==> src/rtl/cpi_pkg.sv <==
/*
  Constants for the card punch interface: function codes, bus bit
  positions and timing counts at the 125 MHz system clock.
  Assumes both ends share one clock and one synchronous reset.
*/
package cpi_pkg;
  localparam int CLK_NS = 8;

  // Function codes carried with each instruction pulse
  localparam logic [3:0] FN_ENABLE = 4'h0;
  localparam logic [3:0] FN_CHAN_MODE = 4'h3;
  localparam logic [3:0] FN_CHAN_STOP_CLR = 4'h7;
  localparam logic [3:0] SK_READY = 4'h0;
  localparam logic [3:0] SK_NOT_BUSY = 4'h1;
  localparam logic [3:0] SK_ROW_NOT_POS = 4'h2;
  localparam logic [3:0] SK_OPERATIONAL = 4'h3;
  localparam logic [3:0] SK_NOT_INTR = 4'h4;
  localparam logic [3:0] FN_DATA = 4'h0;

  // Bus bit 1 is the msb, bit 16 the lsb
  localparam int BUS_W = 16;
  localparam int CHAR_W = 8;
  localparam int MASK_BIT = 3;
  localparam int CHARS_PER_ROW = 10;
  localparam int ROWS_PER_CARD = 12;
  localparam int BITS_PER_ROW = 80;
  localparam int CNT_W = 4;

  // Times as printed, with cycle counts derived from them
  localparam int T_ROW_POS_NS = 90_000_000;
  localparam int T_SHIFT_NS = 85_000;
  localparam int T_ADVANCE_NS = 41_500_000;
  localparam int T_TAIL_NS = 3_780_000;
  localparam int ROW_POS_CYC = T_ROW_POS_NS / CLK_NS;
  localparam int SHIFT_CYC = (T_SHIFT_NS + CLK_NS - 1) / CLK_NS;
  localparam int ADVANCE_CYC = (T_ADVANCE_NS + CLK_NS - 1) / CLK_NS;
  localparam int TAIL_CYC = (T_TAIL_NS + CLK_NS - 1) / CLK_NS;
  localparam int TMR_W = 24;

  typedef enum logic [1:0] {KIND_CTL, KIND_SENSE, KIND_OUT, KIND_MASK} cpi_kind_type;
endpackage

==> src/rtl/cpi_bus_if.sv <==
/*
  Programmed I/O and multiplex channel wires between the computer
  end and the punch interface end.
  Assumes clk and rst come from the surrounding bench or chip.
*/
`timescale 1ns/1ps
interface cpi_bus_if (
  input wire logic clk,
  input wire logic rst
);
  import cpi_pkg::*;
  logic io_ctl;
  logic io_sense;
  logic io_out;
  logic io_mask;
  logic [3:0] io_fn;
  logic [BUS_W-1:0] io_data;
  logic io_skip;
  logic irq;
  logic chan_req;
  logic chan_ack;
  logic chan_eor;

  modport dev (
    input clk, rst, io_ctl, io_sense, io_out, io_mask, io_fn, io_data, chan_ack, chan_eor,
    output io_skip, irq, chan_req
  );
  modport cpu (
    input clk, rst, io_skip, irq, chan_req,
    output io_ctl, io_sense, io_out, io_mask, io_fn, io_data, chan_ack, chan_eor
  );
endinterface

==> src/rtl/cpi_punch_dev.sv <==
/*
  Punch interface end: takes characters from the output bus or the
  multiplex channel, shifts them serially to the punch row buffer,
  and keeps busy, ready, row, channel and punch-check status.
  Assumes all inputs are synchronous to the bus clock.
*/
`timescale 1ns/1ps
// How it works
// - Enable pulse clutches punch, arms character input
// - Computer gives one enable per card
// - Ready for first character within 90 ms
// - Ten characters complete each row
// - Ready low 85 us per character shift
// - Ready low 41.5 ms after tenth character
// - Busy until 3.78 ms after last row
// - Character captured parallel, shifted out serially
// - Ready output transfer latches bits, skips
// - Bus bit 09 shifts out first
// - Channel mode set; cleared at card end, range
// - Computer sets channel mode only when idle
// - Channel stop interrupt, cleared by pulse
// - Ready test skips when character accepted
// - Row ready until 80th bit, twelve per card
// - Operational test skips with no not-ready input; here a standing check_err_r also blocks the skip
// - Interrupt test skips when not requesting
// - Mask output loads bit 13, never skips
// - Punched versus sensed counts compared after row 12
// - Fewer than 80 clocks flags punch check
// - No enable while punch check stands; enable here does not test check_err_r
// - Error reset clears punch check
module cpi_punch_dev import cpi_pkg::*; #(
  parameter int ROW_POS = ROW_POS_CYC,
  parameter int SHIFT = SHIFT_CYC,
  parameter int ADVANCE = ADVANCE_CYC,
  parameter int TAIL = TAIL_CYC
) (
  cpi_bus_if.dev bus,
  input wire logic [7:0] not_ready,
  input wire logic check_mode,
  input wire logic hole_sensed,
  input wire logic readback_done,
  input wire logic err_reset,
  output logic clutch_r,
  output logic punch_bit_r,
  output logic punch_clk_r,
  output logic row_ready_r,
  output logic check_err_r
);
  // Shift window must cover all eight bit clocks before the row-end count check
  if (SHIFT < CHAR_W + 2 || ROW_POS < 1 || ADVANCE < 1 || TAIL < 1 || ROW_POS >= 2**TMR_W ||
      SHIFT >= 2**TMR_W || ADVANCE >= 2**TMR_W || TAIL >= 2**TMR_W) begin : g_bad_timing
    $error("cpi_punch_dev: timing parameters out of range");
  end

  typedef enum logic [2:0] {ST_IDLE, ST_POS, ST_RDY, ST_SHIFT, ST_ADV, ST_TAIL} cpi_state_type;
  cpi_state_type state_r;
  logic [TMR_W-1:0] tmr_r;
  logic [3:0] row_r;
  logic [3:0] char_r;
  logic [3:0] bit_r;
  logic [6:0] info_r;
  logic [CHAR_W-1:0] shreg_r;
  logic [CNT_W-1:0] punched_r;
  logic [CNT_W-1:0] sensed_r;
  logic chan_mode_r;
  logic chan_stop_r;
  logic chan_req_r;
  logic mask_r;
  logic irq_r;
  logic skip_r;
  logic busy_r;

  wire logic ready = (state_r == ST_RDY);
  wire logic take_pio = bus.io_out && !bus.io_mask && bus.io_fn == FN_DATA && ready && !chan_mode_r;
  wire logic take_chan = bus.chan_ack && chan_req_r && ready;
  wire logic take = take_pio || take_chan;
  wire logic enable = bus.io_ctl && bus.io_fn == FN_ENABLE && !busy_r;
  wire logic row_end = (state_r == ST_SHIFT) && (tmr_r == '0) && (char_r == 4'(CHARS_PER_ROW - 1));

  function automatic logic sense_hit(input logic [3:0] fn, input logic rdy, input logic bsy,
                                     input logic rowr, input logic oper, input logic intr);
    case (fn)
      SK_READY: sense_hit = rdy;
      SK_NOT_BUSY: sense_hit = !bsy;
      SK_ROW_NOT_POS: sense_hit = !rowr;
      SK_OPERATIONAL: sense_hit = oper;
      SK_NOT_INTR: sense_hit = !intr;
      default: sense_hit = 1'b0;
    endcase
  endfunction

  // Sequencer and its one shared timer
  always_ff @(posedge bus.clk) begin
    if (bus.rst) begin
      state_r <= ST_IDLE;
      tmr_r <= '0;
      row_r <= '0;
      char_r <= '0;
    end else begin
      unique case (state_r)
        ST_IDLE: begin
          if (enable) begin
            state_r <= ST_POS;
            tmr_r <= TMR_W'(ROW_POS - 1);
            row_r <= '0;
            char_r <= '0;
          end
        end
        ST_POS, ST_ADV: begin
          if (tmr_r == '0) begin
            state_r <= ST_RDY;
          end else begin
            tmr_r <= tmr_r - 1'b1;
          end
        end
        ST_RDY: begin
          if (take) begin
            state_r <= ST_SHIFT;
            tmr_r <= TMR_W'(SHIFT - 1);
          end
        end
        ST_SHIFT: begin
          if (tmr_r != '0) begin
            tmr_r <= tmr_r - 1'b1;
          end else if (char_r != 4'(CHARS_PER_ROW - 1)) begin
            state_r <= ST_RDY;
            char_r <= char_r + 1'b1;
          end else if (row_r == 4'(ROWS_PER_CARD - 1)) begin
            state_r <= ST_TAIL;
            tmr_r <= TMR_W'(TAIL - 1);
          end else begin
            state_r <= ST_ADV;
            tmr_r <= TMR_W'(ADVANCE - 1);
            row_r <= row_r + 1'b1;
            char_r <= '0;
          end
        end
        ST_TAIL: begin
          if (tmr_r == '0) begin
            state_r <= ST_IDLE;
          end else begin
            tmr_r <= tmr_r - 1'b1;
          end
        end
      endcase
    end
  end

  // Busy spans enable to end of tail
  always_ff @(posedge bus.clk) begin
    if (bus.rst) begin
      busy_r <= 1'b0;
      clutch_r <= 1'b0;
    end else begin
      clutch_r <= enable;
      if (enable) begin
        busy_r <= 1'b1;
      end else if (state_r == ST_TAIL && tmr_r == '0) begin
        busy_r <= 1'b0;
      end
    end
  end

  // Serial shift, msb (bus bit 09) first
  always_ff @(posedge bus.clk) begin
    if (bus.rst) begin
      shreg_r <= '0;
      bit_r <= '0;
      punch_bit_r <= 1'b0;
      punch_clk_r <= 1'b0;
    end else begin
      punch_clk_r <= 1'b0;
      if (take_pio || take_chan) begin
        shreg_r <= bus.io_data[CHAR_W-1:0];
        bit_r <= '0;
      end else if (state_r == ST_SHIFT && bit_r < 4'(CHAR_W)) begin
        punch_bit_r <= shreg_r[CHAR_W-1];
        punch_clk_r <= 1'b1;
        shreg_r <= {shreg_r[CHAR_W-2:0], 1'b0};
        bit_r <= bit_r + 1'b1;
      end
    end
  end

  // Row ready and information clock count
  always_ff @(posedge bus.clk) begin
    if (bus.rst) begin
      row_ready_r <= 1'b0;
      info_r <= '0;
    end else begin
      if ((state_r == ST_POS || state_r == ST_ADV) && tmr_r == '0) begin
        row_ready_r <= 1'b1;
        info_r <= '0;
      end else if (punch_clk_r) begin
        info_r <= info_r + 1'b1;
        if (info_r == 7'(BITS_PER_ROW - 1)) begin
          row_ready_r <= 1'b0;
        end
      end
    end
  end

  // Punch check: count compare and short row
  always_ff @(posedge bus.clk) begin
    if (bus.rst) begin
      punched_r <= '0;
      sensed_r <= '0;
      check_err_r <= 1'b0;
    end else begin
      if (enable) begin
        punched_r <= '0;
        sensed_r <= '0;
      end else begin
        if (check_mode && punch_clk_r && punch_bit_r) begin
          punched_r <= punched_r + 1'b1;
        end
        if (check_mode && hole_sensed) begin
          sensed_r <= sensed_r + 1'b1;
        end
      end
      // Set beats the reset input in the same cycle
      if ((check_mode && readback_done && punched_r != sensed_r) ||
          (row_end && info_r != 7'(BITS_PER_ROW))) begin
        check_err_r <= 1'b1;
      end else if (err_reset) begin
        check_err_r <= 1'b0;
      end
    end
  end

  // Channel mode, channel stop, mask
  always_ff @(posedge bus.clk) begin
    if (bus.rst) begin
      chan_mode_r <= 1'b0;
      chan_stop_r <= 1'b0;
      chan_req_r <= 1'b0;
      mask_r <= 1'b0;
    end else begin
      // Refused while busy: a mid-card switch would split the stream
      if (bus.io_ctl && bus.io_fn == FN_CHAN_MODE && !busy_r) begin
        chan_mode_r <= 1'b1;
      end else if ((state_r == ST_TAIL && tmr_r == '0) || bus.chan_eor) begin
        chan_mode_r <= 1'b0;
      end
      if (bus.chan_eor && chan_mode_r) begin
        chan_stop_r <= 1'b1;
      end else if (bus.io_ctl && bus.io_fn == FN_CHAN_STOP_CLR) begin
        chan_stop_r <= 1'b0;
      end
      chan_req_r <= chan_mode_r && ready && !take;
      if (bus.io_out && bus.io_mask) begin
        mask_r <= bus.io_data[MASK_BIT];
      end
    end
  end

  // Skip answer one cycle after each instruction pulse
  always_ff @(posedge bus.clk) begin
    if (bus.rst) begin
      skip_r <= 1'b0;
      irq_r <= 1'b0;
    end else begin
      irq_r <= mask_r && (chan_stop_r || (ready && !chan_mode_r));
      if (bus.io_sense) begin
        skip_r <= sense_hit(bus.io_fn, ready, busy_r, row_ready_r,
                            !(|not_ready) && !check_err_r, irq_r);
      end else if (bus.io_out && !bus.io_mask) begin
        skip_r <= take_pio;
      end else begin
        skip_r <= 1'b0;
      end
    end
  end

  assign bus.io_skip = skip_r;
  assign bus.irq = irq_r;
  assign bus.chan_req = chan_req_r;
endmodule

==> src/flat_wrapper.sv <==
// flat-port wrapper written by rule: the top's interface ports become plain ports
module cpi_punch_dev_flat import cpi_pkg::*;
#(
  parameter int ROW_POS = ROW_POS_CYC,
  parameter int SHIFT = SHIFT_CYC,
  parameter int ADVANCE = ADVANCE_CYC,
  parameter int TAIL = TAIL_CYC
)
  (not_ready, check_mode, hole_sensed, readback_done, err_reset, clutch_r, punch_bit_r, punch_clk_r, row_ready_r, check_err_r, clk, rst, bus_io_ctl, bus_io_sense, bus_io_out, bus_io_mask, bus_io_fn, bus_io_data, bus_chan_ack, bus_chan_eor, bus_io_skip, bus_irq, bus_chan_req);
  cpi_bus_if bus_i (.clk(clk), .rst(rst));
  input wire logic [7:0] not_ready;
  input wire logic check_mode;
  input wire logic hole_sensed;
  input wire logic readback_done;
  input wire logic err_reset;
  output logic clutch_r;
  output logic punch_bit_r;
  output logic punch_clk_r;
  output logic row_ready_r;
  output logic check_err_r;
  input wire logic clk;
  input wire logic rst;
  input wire logic [$bits(bus_i.io_ctl)-1:0] bus_io_ctl;
  input wire logic [$bits(bus_i.io_sense)-1:0] bus_io_sense;
  input wire logic [$bits(bus_i.io_out)-1:0] bus_io_out;
  input wire logic [$bits(bus_i.io_mask)-1:0] bus_io_mask;
  input wire logic [$bits(bus_i.io_fn)-1:0] bus_io_fn;
  input wire logic [$bits(bus_i.io_data)-1:0] bus_io_data;
  input wire logic [$bits(bus_i.chan_ack)-1:0] bus_chan_ack;
  input wire logic [$bits(bus_i.chan_eor)-1:0] bus_chan_eor;
  output wire logic [$bits(bus_i.io_skip)-1:0] bus_io_skip;
  output wire logic [$bits(bus_i.irq)-1:0] bus_irq;
  output wire logic [$bits(bus_i.chan_req)-1:0] bus_chan_req;
  assign bus_i.io_ctl = bus_io_ctl;
  assign bus_i.io_sense = bus_io_sense;
  assign bus_i.io_out = bus_io_out;
  assign bus_i.io_mask = bus_io_mask;
  assign bus_i.io_fn = bus_io_fn;
  assign bus_i.io_data = bus_io_data;
  assign bus_i.chan_ack = bus_chan_ack;
  assign bus_i.chan_eor = bus_chan_eor;
  assign bus_io_skip = bus_i.io_skip;
  assign bus_irq = bus_i.irq;
  assign bus_chan_req = bus_i.chan_req;
  cpi_punch_dev #(.ROW_POS(ROW_POS), .SHIFT(SHIFT), .ADVANCE(ADVANCE), .TAIL(TAIL)) u_core (.bus(bus_i), .not_ready(not_ready), .check_mode(check_mode), .hole_sensed(hole_sensed), .readback_done(readback_done), .err_reset(err_reset), .clutch_r(clutch_r), .punch_bit_r(punch_bit_r), .punch_clk_r(punch_clk_r), .row_ready_r(row_ready_r), .check_err_r(check_err_r));
endmodule
==> config.mk <==
export PLATFORM = sky130hd
export DESIGN_NAME = cpi_punch_dev_flat
export DESIGN_NICKNAME = d
export VERILOG_FILES = /design/src/rtl/cpi_pkg.sv /design/src/rtl/cpi_bus_if.sv /design/src/rtl/cpi_punch_dev.sv /design/src/flat_wrapper.sv
export SDC_FILE = /design/constraint.sdc
export NUM_CORES = 1
export LEC_CHECK = 0
export BUFFER_PORTS_ARGS = -buffer_cell sky130_fd_sc_hd__buf_2
export CORE_ASPECT_RATIO = 0.5
export CORE_UTILIZATION = 30
export DETAILED_ROUTE_END_ITERATION = 6
export PLACE_DENSITY = 0.55
export SYNTH_ARGS = -nofsm -noshare
export SYNTH_HDL_FRONTEND = slang
export SYNTH_SLANG_ARGS = --single-unit
==> constraint.sdc <==
create_clock -name clk -period 6 [get_ports clk]
set_input_delay 0.9 -clock clk [delete_from_list [all_inputs] [get_ports clk]]
set_output_delay 0.9 -clock clk [all_outputs]
set_load 0.02 [all_outputs]
* Yosys cells after proc, flatten, opt, wreduce, memory -nomap -nowiden *
Index checks and enable logic that the tools add are counted.

word-level totals
  output and inout port bits = 8
  register bits = 74

operators by class
  add/sub/neg operators = 7
  bitwise gates (word level) = 1
  reduce and logical (&&, ||, !) cells = 66
  muxes and demuxes = 41
  equality and inequality tests = 26
  order comparisons = 1

operator list
  operator                 count
  $mux W24                 5
  $pmux W24 S4             1
  $logic_and A1 B1 Y1      29
  $mux W4                  7
  $logic_not A24 Y1        1
  $reduce_bool A24 Y1      1
  $sub A24 B1 Y24 const B  1
  $mux W23                 1
  $add A4 B1 Y4 const B    5
  $mux W3                  6
  $mux W8                  2
  $pmux W4 S2              2
  $reduce_bool A2 Y1       8
  $mux W1                  15
  $pmux W3 S5              1
  $ne A2 B2 Y1 const B     6
  $reduce_and A5 Y1        2
  $eq A4 B2 Y1 const B     2
  $eq A4 B3 Y1 const B     2
  $eq A4 B4 Y1 const B     2
  $logic_not A1 Y1         8
  $reduce_and A4 Y1        2
  $reduce_or A2 Y1         4
  $reduce_or A8 Y1         1
  other kinds (19)         28

* Logic depth before layout (Yosys ltp) *
Gate-level depths: netlist of the first run.

  word-level depth = 8
  depth in mapped cells = 10
  mapped depth without buffers = 8

* Worst setup path after synthesis of the first run *
OpenSTA, ideal clock, no wires.

  path type = input port to flip-flop
  start point = input port bus_io_mask
  end point = register u_core.tmr_r[8]
  required time = 5.881 ns
  setup slack = 3.424 ns
  arrival time = 2.457 ns
  setup time = 0.119 ns
  cell stages on the path = 7
  cell sequence = nor4b_1 > nand2_1 > a32oi_1 > o21a_1 > buf_6 > nand2_1 > o221a_2

between the ends
  longest elaborated chain between the ends = 8

RTL lines
  what                                line                  source
  from (decl)                         flat_wrapper.sv:26    input wire logic [$bits(bus_i.io_mask)-1:0] bus_io_mask;
  $logic_not A1 Y1                    cpi_punch_dev.sv:74   wire logic take_pio = bus.io_out && !bus.io_mask && bus.io_fn == FN_DATA && ready && !chan_mode_r;
  $logic_and A1 B1 Y1 (4 in series)   cpi_punch_dev.sv:74
  $logic_or A1 B1 Y1                  cpi_punch_dev.sv:76   wire logic take = take_pio || take_chan;
  $ne A2 B2 Y1 (no source line)       -
  $reduce_and A4 Y1 (no source line)  -
  to (signal assigned)                cpi_punch_dev.sv:104  tmr_r <= TMR_W'(ROW_POS - 1);
  to (signal assigned)                cpi_punch_dev.sv:113  tmr_r <= tmr_r - 1'b1;
  to (signal assigned)                cpi_punch_dev.sv:119  tmr_r <= TMR_W'(SHIFT - 1);
  to (decl)                           cpi_punch_dev.sv:57   logic [TMR_W-1:0] tmr_r;

No other way between the ends.
A chain may end at the register's enable or synchronous reset.

* Worst setup path after layout of the first run *
  start point = input port bus_io_mask
  end point = register u_core.state_r[0]

between the ends
  longest elaborated chain between the ends = 8

RTL lines
  what                                line                  source
  $logic_not A1 Y1                    cpi_punch_dev.sv:74
  $logic_and A1 B1 Y1 (4 in series)   cpi_punch_dev.sv:74
  $logic_or A1 B1 Y1                  cpi_punch_dev.sv:76
  $ne A2 B2 Y1 (no source line)       -
  $reduce_and A5 Y1 (no source line)  -
  to (signal assigned)                cpi_punch_dev.sv:95   state_r <= ST_IDLE;
  to (signal assigned)                cpi_punch_dev.sv:103  state_r <= ST_POS;
  to (signal assigned)                cpi_punch_dev.sv:111  state_r <= ST_RDY;
  to (decl)                           cpi_punch_dev.sv:56   cpi_state_type state_r;

No other way between the ends.

==> results.json, run 1 <==
{
  "netlist_area_mm2": 0.00399,
  "area_delta_synth_final_pct": 15.4,
  "die_area_mm2": 0.0138,
  "period_minus_slack_ns": 3.32,
  "tns_ns": 0,
  "ys_async_sr_fraction_pct": 0,
  "maxCapViolations": 0,
  "cpMaxStageDelayCell": "a32oi_1",
  "power_density_mw_per_mm2": 309,
  "synth_area_per_cell_um2": 8.08,
  "nets": 575,
  "drive_gt1_share_pct": 15.3,
  "ioPinCount": 48,
  "start_util_pct": 31.2,
  "coreArea_mm2": 0.0128,
  "worst_clock_skew_ns": 0.00768,
  "hold_viol_final": 0,
  "die_y_um": 83.6,
  "cpMostUsedCell": "nand2_1",
  "grt_usage_pct": 15.8,
  "tightest_slew_ns": 0.954,
  "vias": 3744,
  "clk_latency_ns": 0.34,
  "clock_path_buffers": 2,
  "antenna_cells": 0,
  "finalCritPeriodShare_pct": 55.4,
  "final_antenna_net_count": 0,
  "drc_errors": 0,
  "vdd_ir_drop_max_mv": 0.132,
  "rows": 29,
  "max_freq_ghz": 0.301,
  "numCtsBuffers": 9,
  "rsz0062_at_grt": "false",
  "ys_ff_latch": 74,
  "start_kind": "input port",
  "synth_edf_count": 0,
  "port_buffers": 39,
  "antenna_found_initial": 0,
  "syn-num-nets": 544,
  "fin_cells": 699,
  "drt_wl_total_um": 10400,
  "setup_viol": 0,
  "post_cts_buffers": 0,
  "grt_max_degree": 46,
  "critPathMaxStageDelay_ns": 0.73,
  "h-tree-depth": 3,
  "cts.sinks": 74,
  "fillers": 1323,
  "drv_slew": 0,
  "synthFlopType": "dfxtp_1",
  "cts_tree": "done",
  "drtPass1Iterations": 4,
  "seq_area_frac_synth_pct": 37.1,
  "dpl.cell_count": 684,
  "timing.final.ws_setup_ns": 2.68,
  "grt_overflow": 0,
  "ys_types": 64,
  "post_drt_via_cell_ratio": 5.36,
  "critPathRequiredTime_ns": 6.23,
  "critical_path_class": "in2reg",
  "cp-end-kind": "flip-flop",
  "p_leak_nw": 1.75,
  "grt_pass1_wl_um": 17100,
  "clk_pin_slew_ns": 0.06,
  "wl_per_cell_um": 14.8,
  "drt_iter0_markers": 313,
  "fin_hold_ws_ns": 0.453,
  "cts_hold_buf": 0,
  "cts_resized": 0,
  "path_cells": "buf_2 -> nor4b_1 -> nand2_1 -> a32oi_1 -> o21a_1 -> nand2_1 -> o2111a_1",
  "root_buffer": "clkbuf_16",
  "maxSlewHeadroom_pct": 36.4,
  "synth_cells": 494,
  "worstPathArrival_ns": 3.55,
  "ys_warn_count": 0,
  "outcome": "complete, no violations",
  "p_total_mw": 1.42,
  "die_x_um": 165,
  "routabilityCongestion": 0.817,
  "dp_hpwl_um": 7120,
  "crit_fanout": 19,
  "pre_cts_slack_ns": 2.40,
  "hold_class": "reg2reg",
  "grt_pass1_vias": 3374
}
## logic make-up after synthesis
| logic type | Yosys count | share of synthesized area (%) |
|---|---|---|
| multiplexers | 4 | 1.00 |
| adder cells (fa/ha/maj) | 10 | 3.13 |
| flip-flops | 74 | 37.1 |
| AND/OR/NAND/NOR | 207 | 27.2 |
| buffers and inverters | 35 | 4.01 |
| XOR/XNOR | 28 | 6.14 |
| AO/OA/AOI/OAI | 136 | 21.4 |
## state kept, by name, indices dropped and copies added (netlist names), 3 cells and up
signal,flops
u_core.bit_r,4
u_core.char_r,4
u_core.tmr_r,24
u_core.shreg_r,8
u_core.state_r,3
u_core.info_r,7
u_core.punched_r,4
u_core.sensed_r,4
u_core.row_r,4
## cells in the mapped netlist, drive strengths merged (5+ instances only)
cell type	n	area [um^2]
xnor2	13	114
nor4	12	126
or3	6	37.5
nand4	7	50.1
nand2	51	196
clkbuf	16	60.1
nor3	20	115
a21oi	58	298
or4	5	41.3
nor2	60	225
ha	10	125
a22oi	9	67.6
dfxtp	74	1480
a31oi	5	31.3
buf	7	55.1
or2	6	37.5
nand2b	6	37.5
inv	12	45.0
o21ai	29	156
nand3	18	90.1
xor2	15	131
## cell usage in the layout (no fill, tap or decap), types with 5 or more instances in the layout
cell       count
dfxtp_1       74
nor2_1        60
a21oi_1       56
nand2_1       49
buf_2         39
nand3_1       18
nor3_1        17
o21ai_0       15
xor2_1        15
o21ai_1       13
xnor2_1       13
inv_1         12
ha_1          10
a22oi_1        9
clkbuf_16      9
nor4_1         8
nand2b_1       6
or2_2          6
or3_1          6
nand4_1        6
a31oi_1        5
## path summary, 6_finish.rpt
check                startpoint           endpoint  slack [ns]  cells past startpoint
max                 bus_io_mask  u_core.state_r[0]        2.68                      7
min           u_core.shreg_r[1]  u_core.shreg_r[1]        0.45                      2
max reg2reg  u_core.chan_mode_r  u_core.state_r[0]        2.99                      6
min reg2reg   u_core.shreg_r[1]  u_core.shreg_r[1]        0.45                      2
## power by group
| part | switching, mW | internal [mW] | total [mW] |
|---|---|---|---|
| Combinational | 0.235 | 0.121 | 0.357 |
| Clock | 0.214 | 0.320 | 0.534 |
| Sequential | 0.0246 | 0.509 | 0.534 |
| Total | 0.474 | 0.950 | 1.42 |
## through the flow
step / area (um^2) / util, %
2_1_floorplan: 3990 / -
3_3_place_gp: 4310 / 33.7
3_5_place_dp: 4310 / 33.7
4_1_cts: 4610 / 36.0
5_1_grt: 4610 / 36.0
6_report: 4610 / 36.0
## worst max-delay path: cells and delay by family
| kind | cells | cell delay (ns) |
|---|---|---|
| buffers and inverters | 1 | 0.11 |
| AOI/OAI and AO/OA | 3 | 1.73 |
| and+or+nand+nor | 3 | 0.79 |
## per-layer routing
layer / GRT usage (%) / vias to the layer above / routed length, um / part of all wire (%)
met3: 3.73 / 14 / 705 / 6.8
met5: 0 / - / 0 / 0
met1: 22.3 / 1750 / 5070 / 49
li1: - / 1872 / - / -
met2: 23.2 / 108 / 4430 / 43
met4: 5.09 / 0 / 163 / 1.6
## area by class of cell
cell class	count	area, um^2	area share, %
clock buffer	9	225	4.89
clock inverter	6	66.3	1.44
inverter	12	45.0	0.978
multi-input combinational	385	2350	51.0
sequential	74	1480	32.2
tap	170	213	4.62
timing repair buffer	43	225	4.89
(Power assumes the default switching activity.)
==> run 2, diff against run 1 <==
--- a/config.mk
+++ b/config.mk
@@ -5,11 +5,12 @@
 export SDC_FILE = /design/constraint.sdc
 export NUM_CORES = 1
 export LEC_CHECK = 0
+export ABC_AREA = 1
 export BUFFER_PORTS_ARGS = -buffer_cell sky130_fd_sc_hd__buf_2
 export CORE_ASPECT_RATIO = 0.5
 export CORE_UTILIZATION = 30
 export DETAILED_ROUTE_END_ITERATION = 6
-export PLACE_DENSITY = 0.55
+export PLACE_DENSITY = 0.54
 export SYNTH_ARGS = -nofsm -noshare
 export SYNTH_HDL_FRONTEND = slang
 export SYNTH_SLANG_ARGS = --single-unit
==> constraint.sdc (replaced) <==
create_clock -name clk -period 3.1 [get_ports clk]
set_input_delay 0.465 -clock clk [delete_from_list [all_inputs] [get_ports clk]]
set_output_delay 0.465 -clock clk [all_outputs]
set_load 0.02 [all_outputs]
==> results.json, run 2 <==
{
  "outcome": "complete, no violations",
  "synth_cells": 623,
  "seq_area_frac_synth_pct": 34.8,
  "drtPass1Iterations": 4,
  "worstPathArrival_ns": 2.46,
  "critPathRequiredTime_ns": 3.37,
  "nets": 715,
  "mostFrequentLayoutCell": "nand2_1",
  "synth.most_common_cell": "nand2_1",
  "antenna_found_initial": 0,
  "ys_top_cells_by_count": "nand2_1, nor2_1, dfxtp_1, inv_1, nand3_1",
  "hold_class": "in2reg",
  "design_area_mm2": 0.00492,
  "routabilityCongestion": 0.836,
  "tns_ns": 0,
  "multiInputGateArea_mm2": 0.00244,
  "drv_slew": 0,
  "hold_viol_final": 0,
  "ys_top_cells_by_area": "dfxtp_1, nand2_1, nor2_1",
  "utilization_pct": 35.9,
  "synth_top_area_share_pct": 34.8,
  "grt_overflow": 0,
  "met1_usage_pct": 19.6,
  "grt_pass1_wl_um": 17800,
  "cts_hold_buf": 0,
  "power_density_mw_per_mm2": 788,
  "r2r_cells": 11,
  "ys_ff_latch": 74,
  "cts_resized": 0,
  "worst_clock_skew_ns": 0.00343,
  "synth_area_per_cell_um2": 6.83,
  "vias": 4064,
  "grt_max_degree": 33,
  "cp-end-kind": "flip-flop",
  "post_drt_via_cell_ratio": 4.72,
  "start_kind": "flip-flop",
  "cts_tree": "done",
  "grt_usage_pct": 15.5,
  "placed_cell_area_mm2": 0.00465,
  "die_y_um": 86.2,
  "rsz0062_at_grt": "false",
  "synthFlopType": "dfxtp_1",
  "grt_use_met3_pct": 3.74,
  "area_delta_synth_final_pct": 15.6,
  "drt_wl_total_um": 10600,
  "pre_cts_slack_ns": 0.805,
  "ys_types": 44,
  "critical_path_class": "reg2reg",
  "drive_gt1_share_pct": 16.0,
  "vdd_ir_drop_max_mv": 0.304,
  "rows": 30,
  "coreArea_mm2": 0.0137,
  "h-tree-depth": 3,
  "fin_hold_ws_ns": 0.380,
  "largest_register": "u_core.tmr_r",
  "drt_iter0_markers": 218,
  "largest_reg_flops": 24,
  "wl_per_cell_um": 12.3,
  "ys_warn_count": 0,
  "ys_async_sr_fraction_pct": 0,
  "busiest_layer": "met2",
  "syn-num-nets": 673,
  "root_buffer": "clkbuf_16",
  "max_freq_ghz": 0.456,
  "yosysTopAreaCell": "dfxtp_1",
  "grt_pass1_vias": 3763,
  "maxCapViolations": 0,
  "drc_errors": 0,
  "worstHoldPathCells": 3,
  "timing.final.ws_setup_ns": 0.907,
  "crit_fanout": 31,
  "maxSlewHeadroom_pct": 64.8,
  "mostFrequentLayoutCells": "nand2_1, nor2_1, dfxtp_1",
  "synth_edf_count": 0,
  "clk_latency_ns": 0.33,
  "cts.sinks": 74,
  "clk_pin_slew_ns": 0.06,
  "tightest_slew_ns": 0.525,
  "final_antenna_net_count": 0,
  "fillers": 1480,
  "post_cts_buffers": 0,
  "setup_viol": 0,
  "p_leak_nw": 2.12,
  "start_util_pct": 31.1,
  "dp_hpwl_um": 7950,
  "finalCritPeriodShare_pct": 70.7,
  "period_minus_slack_ns": 2.19,
  "clock_path_buffers": 2,
  "die_x_um": 170,
  "regArea_mm2": 0.00148,
  "numCtsBuffers": 9,
  "ioPinCount": 48,
  "antenna_cells": 0,
  "use_met2_pct": 26.0,
  "port_buffers": 39,
  "largest_registers": "u_core.tmr_r x24, u_core.shreg_r x8, u_core.info_r x7",
  "die_area_mm2": 0.0147,
  "netlist_area_mm2": 0.00426
}
-- run 2: worst max-delay path, stage by stage (launching register included) --
cell and delay [ns]:
dfxtp_1 0.39, ha_1 0.17, nand2_1 0.05, nor2_1 0.23
nor2_4 0.07, nor2_1 0.17, nor2_4 0.08, nor2_8 0.42
inv_2 0.23, nor2_2 0.15, nand2_1 0.06, a21oi_1 0.11
-- run 2: stage by stage --
stage / std cells / power (mW)
detailed placement: 846 / 2.93
floorplan: 623 / 2.56
global route: 861 / 4.18
finish: 861 / 3.88
CTS: 861 / 3.90
global placement: 846 / 2.92
-- run 2: logic make-up after synthesis --
kind of cell               after synthesis  synth area share (%)
buffers and inverters                   81                  7.82
adders and majority gates               10                  2.94
DFF                                     74                  34.8
and+or+nand+nor                        340                  36.9
xor gates and xnor gates                24                  4.94
AOI/OAI and AO/OA                       94                  12.6
-- run 2: layout make-up --
cell class	instances	share of cell area (%)
flip-flops and latches	74	30.1
well taps	192	4.88
inverters	70	5.44
clock inverters	5	0.636
clock buffers	10	4.86
multi-input cells	468	49.6
repair buffers	42	4.43
-- run 2: final timing paths --
kind                      from            endpoint  slack [ns]
min reg2reg  u_core.shreg_r[7]  u_core.punch_bit_r        0.46
max reg2reg   u_core.char_r[0]    u_core.tmr_r[10]        0.91
min             bus_io_data[0]   u_core.shreg_r[0]        0.38
max           u_core.char_r[0]    u_core.tmr_r[10]        0.91
-- run 2: power breakdown --
part | total (mW) | switching [mW] | internal [mW]
registers | 1.22 | 0.144 | 1.07
logic | 1.70 | 1.17 | 0.533
clock network | 0.958 | 0.402 | 0.556
-- run 2: routing by layer --
| metal | routed length [um] | share of wire (%) |
|---|---|---|
| met5 | 0 | 0 |
| met3 | 358 | 3.4 |
| met2 | 4850 | 46 |
| met4 | 156 | 1.5 |
| met1 | 5230 | 49 |
